**config.mk**
```make
export PLATFORM = sky130hd
export DESIGN_NAME = conv_output_end_flat
export DESIGN_NICKNAME = d
export VERILOG_FILES = /design/src/hw/conv_pkg.sv /design/src/hw/conv_link_if.sv /design/src/hw/conv_output_end.sv /design/src/flat_wrapper.sv
export SDC_FILE = /design/constraint.sdc
export NUM_CORES = 1
export LEC_CHECK = 0
export ABC_CLOCK_PERIOD_IN_PS = 3100
export BUFFER_PORTS_ARGS = -buffer_cell sky130_fd_sc_hd__buf_4
export CORE_ASPECT_RATIO = 1.2
export CORE_MARGIN = 8
export CORE_UTILIZATION = 55
export DETAILED_ROUTE_END_ITERATION = 12
export GPL_TIMING_DRIVEN = 0
export PLACE_DENSITY = 0.73
export SYNTH_ARGS = -nofsm -noshare
export SYNTH_HDL_FRONTEND = slang
export SYNTH_SLANG_ARGS = --single-unit
export TNS_END_PERCENT = 1
```
**constraint.sdc**
```tcl
create_clock -name clk -period 3.1 [get_ports clk]
set_input_delay 0 -clock clk [delete_from_list [all_inputs] [get_ports clk]]
set_output_delay 0 -clock clk [all_outputs]
set_load 0.02 [all_outputs]
```
**src/hw/conv_pkg.sv**
```systemverilog
// Package: shared constants and types for the converter output end
// and the receiver end. Assumes a 200 MHz system clock.
package conv_pkg;
   localparam int unsigned CODE_W         = 8;
   localparam int unsigned CLK_PERIOD_PS  = 5000;
   // Settling interval after a sample clock speed-up
   localparam int unsigned SETTLE_TIME_NS = 5000;
   localparam int unsigned SETTLE_CYCLES  = (SETTLE_TIME_NS * 1000) / CLK_PERIOD_PS;
   // Stabilizer lower limit, as a longest sample clock period in sys cycles
   localparam int unsigned DCS_MIN_FREQ_KHZ = 70000;
   localparam int unsigned DCS_MAX_PERIOD   =
      (1000000000 / DCS_MIN_FREQ_KHZ) / CLK_PERIOD_PS;
   localparam int unsigned PERIOD_W       = 16;
   localparam int unsigned FIFO_DEPTH     = 32;
   localparam logic [7:0]  CODE_MID       = 8'h80;
   localparam logic [7:0]  CODE_MAX       = 8'hFF;
   localparam logic [7:0]  CODE_MIN       = 8'h00;
   localparam logic [1:0]  SEL_RESET      = 2'h3;

   // Four strap bands, quantised to two bits: 3 near supply .. 0 near ground
   typedef enum logic [1:0] {
      BAND_GND, BAND_THIRD, BAND_TWO_THIRDS, BAND_SUPPLY
   } strap_band_t;

   // Two's complement for the two lower bands
   function automatic logic band_twos(input logic [1:0] b);
      return (b == 2'h0) || (b == 2'h1);
   endfunction

   // Stabilizer on only in the two middle bands
   function automatic logic band_dcs(input logic [1:0] b);
      return (b == 2'h1) || (b == 2'h2);
   endfunction

   // Formats differ only in the top bit
   function automatic logic [7:0] fmt_code(input logic [7:0] ob, input logic twos);
      return {ob[7] ^ twos, ob[6:0]};
   endfunction
endpackage

```
**src/hw/conv_link_if.sv**
```systemverilog
// Interface: parallel byte plus differential strobe between the two ends.
// Assumes the receiver end reads the pins through the receiver modport; the bench reads them directly.
`timescale 1ns/1ps
`default_nettype none
interface conv_link_if;
   logic [7:0] data;
   logic       data_strobe_true;
   logic       data_strobe_complement;

   modport converter (output data, output data_strobe_true, output data_strobe_complement);
   modport receiver  (input data, input data_strobe_true, input data_strobe_complement);
endinterface
`default_nettype wire

```
**src/hw/conv_output_end.sv**
```systemverilog
// Converter output end: strap decode, code format, clamp, settling blank,
// strobe beside data. Assumes sample clock and strap arrive asynchronously.
`timescale 1ns/1ps
`default_nettype none
module conv_output_end
   import conv_pkg::*;
#(
   parameter int unsigned SETTLE_CNT = SETTLE_CYCLES
) (
   input  wire logic        clk,
   input  wire logic        sys_rst,
   input  wire logic        clk_en,
   input  wire logic        sample_clock,
   input  wire logic [1:0]  format_stabilizer_select,
   input  wire logic [9:0]  analog_sample,
   output logic             stabilizer_active,
   output logic             twos_format,
   output logic             settling,
   conv_link_if.converter   link
);
   // ---------------------------------------------------------------
   // Input synchronisers
   // ---------------------------------------------------------------
   // Every pin passes two flops before logic reads it; the third sample
   // clock flop only feeds the edge detector
   // Reset values match an idle supply-band strap and a low clock
   logic       sclk_m_q, sclk_s_q, sclk_p_q;
   logic [1:0] sel_m_q, sel_s_q;
   logic [9:0] ana_m_q, ana_s_q;

   always_ff @(posedge clk) begin
      if (sys_rst) begin
         sclk_m_q <= 1'b0;
         sclk_s_q <= 1'b0;
         sclk_p_q <= 1'b0;
         sel_m_q  <= SEL_RESET;
         sel_s_q  <= SEL_RESET;
      end else if (clk_en) begin
         sclk_m_q <= sample_clock;
         sclk_s_q <= sclk_m_q;
         sclk_p_q <= sclk_s_q;
         sel_m_q  <= format_stabilizer_select;
         sel_s_q  <= sel_m_q;
      end
   end

   // Same latency as the sample clock path, so the code taken at a rise
   // belongs to the level that stood at that rise
   always_ff @(posedge clk) begin
      if (sys_rst) begin
         ana_m_q <= '0;
         ana_s_q <= '0;
      end else if (clk_en) begin
         ana_m_q <= analog_sample;
         ana_s_q <= ana_m_q;
      end
   end

   // ---------------------------------------------------------------
   // Sample clock edge and period measurement
   // ---------------------------------------------------------------
   // rising edge reference
   wire sclk_rise = sclk_s_q && !sclk_p_q;

   logic [PERIOD_W-1:0] per_cnt_q, last_per_q;
   logic [1:0]          seen_q;
   wire  [PERIOD_W-1:0] per_inc = per_cnt_q + 1'b1;
   // Only a span bounded by two rises is a real period; the span from
   // reset to the first rise would otherwise pass for a speed-up
   wire                 per_known = (seen_q == 2'h2);

   // The counter saturates, so a stopped clock holds the longest period
   always_ff @(posedge clk) begin
      if (sys_rst) begin
         per_cnt_q  <= '0;
         last_per_q <= '1;
         seen_q     <= 2'h0;
      end else if (clk_en) begin
         if (sclk_rise) begin
            last_per_q <= per_inc;
            per_cnt_q  <= '0;
            if (!per_known)
               seen_q <= seen_q + 2'h1;
         end else if (per_cnt_q != '1) begin
            per_cnt_q <= per_inc;
         end
      end
   end

   // ---------------------------------------------------------------
   // Strap decode and stabilizer enable
   // ---------------------------------------------------------------
   // band decode
   wire twos_sel   = band_twos(sel_s_q);
   wire dcs_sel    = band_dcs(sel_s_q);
   // slow clock check; a clock that stops also reads as slow
   wire slow_clock = (last_per_q > PERIOD_W'(DCS_MAX_PERIOD)) ||
                     (per_cnt_q > PERIOD_W'(DCS_MAX_PERIOD));

   logic dcs_q;
   logic twos_q;

   // The strap is re-read every cycle rather than latched at reset, so a
   // board that moves it during bring-up sees the new format at once
   // Enables change with a new strap, a new period measurement or a running count past the limit
   always_ff @(posedge clk) begin
      if (sys_rst) begin
         dcs_q  <= 1'b0;
         twos_q <= 1'b0;
      end else if (clk_en) begin
         twos_q <= twos_sel;
         dcs_q  <= dcs_sel && !slow_clock;
      end
   end

   assign stabilizer_active = dcs_q;
   assign twos_format       = twos_q;

   // ---------------------------------------------------------------
   // Settling blank after a speed-up
   // ---------------------------------------------------------------
   // Any period one sys cycle shorter than the last counts; sync jitter
   // on a steady clock may then raise a needless blank, which only drops
   // samples and never lets a bad one through
   wire speed_up = sclk_rise && per_known && (per_inc < last_per_q);

   logic [31:0] settle_q;

   // A speed-up seen during a blank restarts the full interval
   // The blank counts sys cycles, so it scales with clk only
   // settling blank after speed-up
   always_ff @(posedge clk) begin
      if (sys_rst) begin
         settle_q <= '0;
      end else if (clk_en) begin
         if (speed_up)
            settle_q <= 32'(SETTLE_CNT);
         else if (settle_q != '0)
            settle_q <= settle_q - 1'b1;
      end
   end

   assign settling = (settle_q != '0);

   // ---------------------------------------------------------------
   // Code forming and output
   // ---------------------------------------------------------------
   // Clamping comes before formatting, so both formats saturate alike
   // Sample is signed, LSB steps; range outside -128..+127 exercises clamping
   wire signed [9:0] samp   = ana_s_q;
   wire [7:0] ob_code = (samp > 10'sd127)  ? CODE_MAX :
                        (samp < -10'sd128) ? CODE_MIN :
                        8'(samp + 10'sd128);

   logic [7:0] data_q;
   logic       strobe_q;

   // code taken at the rising edge
   always_ff @(posedge clk) begin
      if (sys_rst) begin
         data_q <= CODE_MID;
      end else if (clk_en) begin
         if (sclk_rise)
            data_q <= fmt_code(ob_code, twos_q);
      end
   end

   // ---------------------------------------------------------------
   // Strobe and link drive
   // ---------------------------------------------------------------
   // strobe follows sample clock
   // The strobe copies the synchronised clock level, so its rise lands on
   // the very edge that loads a new code; a receiver sees data and strobe
   // move together and needs no extra delay on either
   always_ff @(posedge clk) begin
      if (sys_rst) begin
         strobe_q <= 1'b0;
      end else if (clk_en) begin
         strobe_q <= sclk_s_q;
      end
   end

   // A sample clock faster than half of clk aliases in the
   // synchronisers; the strobe then no longer marks every code
   // data and strobe leave from flops on the same edge
   assign link.data                   = data_q;
   assign link.data_strobe_true       = strobe_q;
   assign link.data_strobe_complement = !strobe_q;
endmodule
`default_nettype wire

```
**src/flat_wrapper.sv**
```systemverilog
// flat-port wrapper written by rule: the top's interface ports become plain ports
module conv_output_end_flat import conv_pkg::*;
#(
   parameter int unsigned SETTLE_CNT = SETTLE_CYCLES
)
  (clk, sys_rst, clk_en, sample_clock, format_stabilizer_select, analog_sample, stabilizer_active, twos_format, settling, link_data, link_data_strobe_true, link_data_strobe_complement);
  conv_link_if link_i ();
  input  wire logic clk;
  input  wire logic sys_rst;
  input  wire logic clk_en;
  input  wire logic sample_clock;
  input  wire logic [1:0] format_stabilizer_select;
  input  wire logic [9:0] analog_sample;
  output logic stabilizer_active;
  output logic twos_format;
  output logic settling;
  output wire logic [$bits(link_i.data)-1:0] link_data;
  output wire logic [$bits(link_i.data_strobe_true)-1:0] link_data_strobe_true;
  output wire logic [$bits(link_i.data_strobe_complement)-1:0] link_data_strobe_complement;
  assign link_data = link_i.data;
  assign link_data_strobe_true = link_i.data_strobe_true;
  assign link_data_strobe_complement = link_i.data_strobe_complement;
  conv_output_end #(.SETTLE_CNT(SETTLE_CNT)) u_core (.clk(clk), .sys_rst(sys_rst), .clk_en(clk_en), .sample_clock(sample_clock), .format_stabilizer_select(format_stabilizer_select), .analog_sample(analog_sample), .stabilizer_active(stabilizer_active), .twos_format(twos_format), .settling(settling), .link(link_i));
endmodule
```
==> results by group, run 1 <==
Logic synthesis
  – Async S/R FF share, synth: 0%
  – Post-synth EDFFs: 0
  – Post-synthesis cell count: 638
  – Netlist cell types: 56
  – Seq cells post-synth: 103
  – Register area share after synthesis: 39.4%
  – Mean Syn Cell Area: 8.19 sq um
  – Main flop type after synthesis: dfxtp_1
  – Area of the mapped netlist: 5230 sq um
  – Ys Warns: 0
  – Post-Syn Nets: 675

Route
  – Post-DR vias/cell: 6.09
  – Drc violations: 0
  – DR pass1 iterations: 6
  – Vias: 5,041
  – Antenna viol nets, final: 0
  – Detailed-route wire length per cell: 17.6 um
  – Iteration-0 DRC Markers: 302
  – DRT Wirelength: 14,600 um

Worst setup path
  – CP Data Arrival Time: 3410 ps
  – Worst path required time: 3350 ps
  – Reg2reg path depth: 12
  – Crit-path max FO: 7
  – Crit path depth: 12
  – Setup crit end kind: flip-flop
  – Largest stage delay on the critical path: 600 ps
  – Slowest CP cell: or4_4
  – Worst path bufs/invs: 1
  – Setup Crit Path Kind: flip-flop to flip-flop
  – Crit-path cells: nand3_4 -> or4_4 -> nor2_4 -> xor2_2 -> ha_1 -> a21oi_2 -> nor2_2 -> a211oi_4 -> and3_4 -> clkbuf_8 -> o21ai_0 -> a32o_1
  – Critical path launch point type: flip-flop
  – Delay-heaviest family, CP: simple AND/OR/NAND/NOR gates

STA
  – Crit share post-route: 102%
  – Final Skew: 7.86 ps
  – Min cycle time layout: 3160 ps
  – Final WS setup: -62.5 ps
  – Pins Over Slew Limit: 0
  – Measured slew at the worst slew-check pin: 1150 ps
  – Max-Slew Margin vs Limit: 22.4%
  – RSZ-0062 raised after global routing: yes
  – Setup violators final: 10
  – Setup TNS: -362 ps
  – Final hold violations: 0
  – Fmax: 316 MHz

Floorplanning
  – Die ar.: 12,900 sq um
  – Die Width: 105 um
  – Starting density of the core: 55.8%
  – Core region area: 9370 sq um
  – FP Rows: 39
  – I/O pin count: 29
  – Die Height: 123 um

Outcome
  – Status: complete, but fails checks
  – Failing checks: setup timing

Global route
  – Pin count of the biggest net entering global routing: 21
  – Vias in the first global route: 4,881
  – First-pass GRT wire length: 23,200 um
  – Overflow after GRT: 0
  – Overall routing resource usage: 22.1%
  – Initial antenna violation count: 0

Pwr
  – NetSw: 1900 uW
  – Combinational share of power: 39.4%
  – Power Dens Cells: 733 nW/um^2
  – Worst VDD drop: 0.000433 V
  – Pint: 2800 uW
  – Pleak: 0.00279 uW
  – Clk pwr share: 24.1%
  – Reg power frac: 36.5%
  – Sw frac: 40.3%

Clock network
  – Worst-skew pair later-pin latency: 350 ps
  – CTS root buf: clkbuf_16
  – Clock Path Buffers: 2
  – CTS H-Tree Depth: 3
  – Clock Sinks: 103
  – CTS Buf Count: 9
  – Clock slew at reported path FFs: 70 ps
  – CTS tree: yes

Place
  – Post-DP Area: 5590 sq um
  – GPL Wtd Cong: 0.907
  – Place WS: -874 ps
  – IO buf count: 27
  – Dpl hpwl: 9950 um

Worst hold path
  – Hold path depth: 4
  – Worst Hold Class: input port to flip-flop

Finish
  – Area grow syn2layout: 22.6%
  – Multi-input gate area: 3110 sq um
  – N_diodes: 0
  – Area occupied by registers: 2080 sq um
  – Final instance area: 6410 sq um
  – Nets@finish: 737
  – Number of fillers in the final layout: 777
  – Layout cells sized above 1: 16.5%

Job
  – Total of max-cap violations: 0
-- what timing repair did --
item | CTS | global route
setup endpoints to repair | 32 | 32
hold buffers | 14 | 0
gates resized for setup | 59 | 22
setup buffers | 6 | 4
hold endpoints to repair | 14 | 0
pin swaps | 20 | 10
cloned | 1 | 0
-- placed cells by master (no fill, tap or decap), types with 20 or more instances in the layout --
master / n
a21oi_1: 35
buf_4: 37
clkbuf_1: 20
dfxtp_1: 93
ha_1: 20
inv_1: 37
mux2i_1: 30
nand2_1: 66
nand3_1: 20
nor2_1: 68
o21ai_0: 30
-- through the flow --
stage          cells  total power [uW]  hold slack, ps  utilization, %
6_report         828              4700             339            68.4
5_1_grt          828              4970             357            68.4
4_1_cts          824              4640             312            67.3
3_5_place_dp     788              3470             241            59.7
3_3_place_gp     788              3420             236            59.7
2_1_floorplan    638              3050             128               -
-- metal layers --
layer	vias up	global-route usage, %	routed length [um]
met5	-	0	0
met3	39	3.26	839
met4	0	14.0	512
met1	2384	24.3	5890
met2	200	39.4	7320
li1	2418	-	-
-- synthesized netlist by cell type (all sizes together), types with 5 or more instances --
library cell  number  area (sq um)
dfxtp            103          2060
nor2              72           270
nand2             70           263
a21oi             38           190
inv               38           143
o21ai             33           165
mux2i             30           300
clkbuf            27           105
nand3             23           115
ha                21           263
nor3              17          96.4
a31oi             16           115
nor4              15           100
o211ai            12          90.1
nand4             10          62.6
or4                9          71.3
xnor2              9          78.8
buf                8          41.3
nand2b             7          43.8
or3                7          43.8
xor2               7          61.3
a22oi              6          45.0
o21a               6          45.0
o311ai             6          52.6
a32o               5          50.1
nor2b              5          31.3
-- layout make-up --
cell class	count	share of cell area, %
Buffer	34	2.79
Clock buffer	9	3.51
Clock inverter	7	1.19
Inverter	39	2.28
Multi-Input combinational cell	461	48.6
Sequential cell	103	32.5
Tap cell	123	2.40
Timing Repair Buffer	52	6.76
-- logic make-up (layout without fill, tap and decap cells) --
| family | Yosys count | in the layout | share of synthesized area, % |
|---|---|---|---|
| multiplexers | 30 | 30 | 5.74 |
| adder cells (fa/ha/maj) | 21 | 21 | 5.03 |
| AND/OR/NAND/NOR | 257 | 257 | 24.5 |
| AO/OA/AOI/OAI | 137 | 137 | 17.0 |
| flip-flops | 103 | 103 | 39.4 |
| XOR/XNOR | 16 | 16 | 2.68 |
| buffers and inverters | 74 | 141 | 5.60 |
-- path summary, 6_finish.rpt --
check	end	startpoint	slack, ps
max	u_core.settle_q[12]	u_core.per_cnt_q[1]	-60
min	u_core.settle_q[27]	clk_en	340
max reg2reg	u_core.settle_q[12]	u_core.per_cnt_q[1]	-60
min reg2reg	u_core.link.data[3]	u_core.link.data[3]	460
-- worst register-to-register path: cells and delay by family, from the launching register on --
family	cells	cell delay, ps
and+or+nand+nor	5	1190
AOI/OAI and AO/OA	4	830
DFF	1	400
adders and majority gates	1	290
xor gates and xnor gates	1	180
buffers and inverters	1	170
-- registers in the layout, summed over array words and instances (netlist names) --
signal	count
u_core.ana_m_q	10
u_core.last_per_q	16
u_core.twos_format	1
u_core.per_cnt_q	16
u_core.ana_s_q	10
u_core.link.data	8
u_core.sclk_s_q	1
u_core.settle_q	32
u_core.stabilizer_active	1
u_core.sclk_m_q	1
u_core.sel_s_q	2
u_core.seen_q	2
u_core.sel_m_q	2
u_core.sclk_p_q	1
-- power by group through the flow --
stage                     combinational, uW  clock (uW)  sequential (uW)
after floorplan                        1370           0             1680
after global placement                 1700           0             1720
final                                  1850        1130             1710
after detailed placement               1740           0             1730
after global routing                   2020        1210             1740
after CTS                              1780        1160             1700
Note: power is estimated with default switching activity, not from simulation.
==> inputs of run 2 (changes only) <==
Settings changed: CORE_ASPECT_RATIO 1.2 to 0.6, SLEW_MARGIN set to 10.
==> results by group, run 2 (synthesized netlist as in run 1, its figures left out) <==
Outcome
  – Status: complete, but fails checks
  – Failing checks: setup timing

STA
  – Final Skew: 8.02 ps
  – Pins Over Slew Limit: 0
  – Min cycle time layout: 3160 ps
  – Final WS setup: -58.4 ps
  – Final hold violations: 0
  – Setup violators final: 9
  – Max-Slew Margin vs Limit: 26.0%
  – Measured slew at the worst slew-check pin: 1100 ps
  – Crit share post-route: 102%
  – Fmax: 317 MHz
  – RSZ-0062 raised after global routing: yes

Worst setup path
  – Crit-path max FO: 7
  – Worst path required time: 3350 ps
  – Setup crit end kind: flip-flop
  – Critical path launch point type: flip-flop
  – Critical Path Source: u_core.per_cnt_q[4]
  – CP Data Arrival Time: 3410 ps
  – Critical register-to-register path startpoint: u_core.per_cnt_q[4]
  – Setup Crit Path Kind: flip-flop to flip-flop

Clock network
  – Clock Sinks: 103
  – Clock Path Buffers: 2
  – CTS tree: yes
  – Worst-skew pair later-pin latency: 350 ps
  – CTS H-Tree Depth: 3
  – CTS Buf Count: 9
  – Clock slew at reported path FFs: 70 ps
  – CTS root buf: clkbuf_16

Floorplanning
  – Starting density of the core: 56.7%
  – Die Height: 91.5 um
  – Core region area: 9220 sq um
  – I/O pin count: 29
  – Die Width: 142 um
  – Die ar.: 13,000 sq um
  – FP Rows: 27

Route
  – DR pass1 iterations: 5
  – Post-DR vias/cell: 6.22
  – DRT Wirelength: 15,700 um
  – Vias: 5,209
  – Detailed-route wire length per cell: 18.8 um
  – Antenna viol nets, final: 0
  – Drc violations: 0
  – Iteration-0 DRC Markers: 575

Global route
  – Initial antenna violation count: 0
  – First-pass GRT wire length: 24,900 um
  – Overall routing resource usage: 23.8%
  – Overflow after GRT: 0
  – Pin count of the biggest net entering global routing: 19
  – Vias in the first global route: 4,996

Finish
  – Largest register FFs: 32
  – Top Registers: u_core.settle_q: 32 flops, u_core.last_per_q: 16 flops, u_core.per_cnt_q: 16 flops
  – Reg with most FFs: u_core.settle_q
  – Area grow syn2layout: 23.6%
  – Layout cells sized above 1: 17.5%
  – N_diodes: 0
  – Commonest cells after routing, fill and taps aside: 93 x dfxtp_1, 67 x nor2_1, 66 x nand2_1
  – Core Util, Final: 70.0%
  – Nets@finish: 741
  – Most common cell after layout, fill and taps aside: dfxtp_1

Pwr
  – Tot Pwr: 4720 uW
  – Power Dens Cells: 730 nW/um^2
  – Pleak: 0.00280 uW
  – Worst VDD drop: 0.000432 V

Worst hold path
  – Critical hold path startpoint: clk_en
  – Worst Hold Class: input port to flip-flop

Place
  – GPL Wtd Cong: 0.937
  – Dpl hpwl: 10,500 um
  – IO buf count: 27

Job
  – Total of max-cap violations: 0
[run 2: cell count changes in the layout (fill, tap and decap cells not counted), moves of 3 or more]
cell	delta
o21ai_0	-5
dfxtp_2	-4
dfxtp_4	+4
buf_4	+7
o21ai_2	+3
[run 2: layout make-up]
type | instances | area, sq um
fill | 711 | 2760
clock buffer | 9 | 225
sequential | 103 | 2090
buffer | 32 | 175
multi-input combinational | 461 | 3130
timing repair buffer | 58 | 474
clock inverter | 6 | 52.6
inverter | 39 | 146
tap | 130 | 163
[run 2: critical path, stage by stage, from the launching register on]
cell       delay [ps]
dfxtp_4           390
nand3_4            90
or4_4             570
nor2_4            120
xor2_2            220
ha_1              300
a21oi_2           160
nor2_2             60
a211oi_4          280
and3_4            320
clkbuf_16         180
o21ai_0            90
a32o_1            260
[run 2: through the flow]
step / hold WS, ps / setup TNS, ps / area, sq um / std cells / worst slack, ps
5_1_grt: 345 / -1170 / 6460 / 838 / -116
3_5_place_dp: 237 / -25270 / 5600 / 795 / -976
3_3_place_gp: 218 / -22290 / 5600 / 795 / -879
4_1_cts: 271 / -12.3 / 6350 / 837 / -6.45
6_report: 278 / -271 / 6460 / 838 / -58.4
2_1_floorplan: 128 / 0 / 5240 / 638 / 3.58
[run 2: worst paths after layout]
| path | cells after the start | slack [ps] | endpoint |
|---|---|---|---|
| worst max-delay path | 12 | -60 | u_core.settle_q[12] |
| worst min-delay path | 4 | 280 | u_core.settle_q[27] |
| worst max register to register | 12 | -60 | u_core.settle_q[12] |
| worst min register to register | 2 | 470 | u_core.link.data[5] |
[run 2: power breakdown]
part | switching [uW] | internal [uW]
registers | 207 | 1500
logic | 1190 | 739
clock network | 527 | 553
total | 1920 | 2790
[run 2: layer usage]
| layer | GRT usage [%] | wire [um] |
|---|---|---|
| met1 | 32.5 | 7180 |
| met2 | 33.9 | 6370 |
| met3 | 9.09 | 1910 |
| met4 | 6.76 | 259 |
| met5 | 0 | 0 |
[run 2: what timing repair did]
| item | in CTS | in global routing |
|---|---|---|
| endpoints found under the hold margin | 14 | 0 |
| cloned | 0 | 1 |
| pin swaps | 21 | 32 |
| hold buffers | 14 | 0 |
| setup buffers | 14 | 2 |
| gates resized for setup | 60 | 31 |
| setup endpoints to repair | 32 | 32 |
==> inputs of run 3 (changes only) <==
Settings changed: CELL_PAD_IN_SITES_DETAIL_PLACEMENT set to 0, CELL_PAD_IN_SITES_GLOBAL_PLACEMENT set to 1, CORE_UTILIZATION 55 to 42.
==> results by group, run 3 (synthesized netlist as in run 1, its figures left out) <==
Outcome
  – Status: complete, but fails checks
  – Failing checks: setup timing

Route
  – Antenna viol nets, final: 0
  – DRT Wirelength: 15,800 um
  – Drc violations: 0
  – Vias: 5,039
  – Detailed-route wire length per cell: 18.2 um
  – DR pass1 iterations: 5
  – Iteration-0 DRC Markers: 395
  – Post-DR vias/cell: 5.77

Worst hold path
  – Worst Hold Class: input port to flip-flop

Finish
  – N_diodes: 0
  – Reg with most FFs: u_core.settle_q
  – Layout cells sized above 1: 17.1%
  – Top Registers: u_core.settle_q: 32 flops, u_core.last_per_q: 16 flops, u_core.per_cnt_q: 16 flops
  – Largest register FFs: 32
  – Area grow syn2layout: 25.2%
  – Most common cell after layout, fill and taps aside: dfxtp_1
  – Commonest cells after routing, fill and taps aside: 93 x dfxtp_1, 67 x nor2_1, 66 x nand2_1
  – Final instance area: 6550 sq um
  – Nets@finish: 740

Worst setup path
  – Setup crit end kind: flip-flop
  – Crit-path cells: ha_4 -> and4_4 -> and3_4 -> nand3_1 -> xnor2_2 -> ha_1 -> nand2_4 -> nor3_4 -> nand3_4 -> and3_4 -> clkbuf_16 -> or3_4 -> a21oi_2
  – Crit-path max FO: 10
  – Largest stage delay on the critical path: 400 ps
  – CP Data Arrival Time: 3480 ps
  – Worst path required time: 3390 ps
  – Setup Crit Path Kind: flip-flop to flip-flop
  – Slowest CP cell: dfxtp_4
  – Delay-heaviest family, CP: simple AND/OR/NAND/NOR gates
  – Worst path bufs/invs: 1
  – Critical path launch point type: flip-flop
  – Crit path top cell by count: and3_4

STA
  – Min cycle time layout: 3190 ps
  – Crit share post-route: 103%
  – Max-Slew Margin vs Limit: 25.7%
  – Measured slew at the worst slew-check pin: 1100 ps
  – Fmax: 313 MHz
  – Final WS setup: -89.9 ps
  – Final Skew: 11.6 ps
  – RSZ-0062 raised after global routing: yes
  – Pins Over Slew Limit: 0
  – Hold WS: 314 ps
  – Setup violators final: 15
  – Final hold violations: 0

Floorplanning
  – Die Width: 160 um
  – Starting density of the core: 43.2%
  – I/O pin count: 29
  – FP Rows: 31
  – Die ar.: 16,400 sq um
  – Core region area: 12,100 sq um
  – Die Height: 102 um

Pwr
  – Worst VDD drop: 0.000325 V
  – Power Dens Cells: 730 nW/um^2
  – Pleak: 0.00282 uW

Clock network
  – CTS root buf: clkbuf_16
  – CTS tree: yes
  – CTS H-Tree Depth: 3
  – CTS Buf Count: 9
  – Worst-skew pair later-pin latency: 360 ps
  – Clock Sinks: 103
  – Clock Path Buffers: 2
  – Clock slew at reported path FFs: 70 ps

Place
  – GPL Wtd Cong: 0.897
  – Dpl hpwl: 11,400 um
  – IO buf count: 27
  – Post-DP Area: 5640 sq um
  – Place WS: -977 ps

Global route
  – Overflow after GRT: 0
  – Overall routing resource usage: 19.7%
  – Initial antenna violation count: 0
  – Vias in the first global route: 4,593
  – First-pass GRT wire length: 25,300 um
  – Pin count of the biggest net entering global routing: 21

Job
  – Total of max-cap violations: 0
run 3: report_power, final:
part | total [uW] | internal (uW) | switching, uW
combinational | 1910 | 721 | 1190
sequential | 1720 | 1500 | 219
clock | 1150 | 570 | 578
run 3: routing by layer:
metal  wire (um)  global-route usage, %
met1        8090                   30.4
met3        1590                   5.03
met5           0                      0
met2        6000                   25.9
met4         160                   4.93
run 3: layout make-up:
cell class | count | area (sq um)
Tap cell | 165 | 206
Inverter | 39 | 146
Clock inverter | 7 | 70.1
Buffer | 34 | 183
Sequential cell | 103 | 2090
Fill cell | 1154 | 5560
Multi-Input combinational cell | 461 | 3180
Clock buffer | 9 | 225
Timing Repair Buffer | 55 | 452
run 3: path summary, 6_finish.rpt:
path	start	to	slack, ps	cells after the start
hold reg to reg	u_core.link.data[5]	u_core.link.data[5]	470	2
hold / removal	clk_en	u_core.settle_q[1]	310	4
setup / recovery	u_core.per_cnt_q[0]	u_core.settle_q[1]	-90	13
setup reg to reg	u_core.per_cnt_q[0]	u_core.settle_q[1]	-90	13
run 3: tightest hold or removal path: stages:
cell	delay [ps]
clkbuf_1	270
nand2_1	190
or3_4	130
a21oi_2	40
run 3: repair_timing:
action	4_1_cts	5_1_grt
resized for setup	64	26
setup buffers	8	6
hold buffers	13	1
setup endpoints to repair	33	33
hold endpoints to repair	14	1
pin swaps	25	11
run 3: per-stage QoR:
step / setup TNS [ps] / power [uW] / instances / util (%)
after floorplan: 0 / 3050 / 638 / -
after global placement: -25110 / 3510 / 830 / 46.6
after detailed placement: -25680 / 3530 / 830 / 46.6
after CTS: -432 / 4700 / 866 / 52.6
after global routing: -2660 / 5050 / 873 / 54.1
final: -553 / 4780 / 873 / 54.1
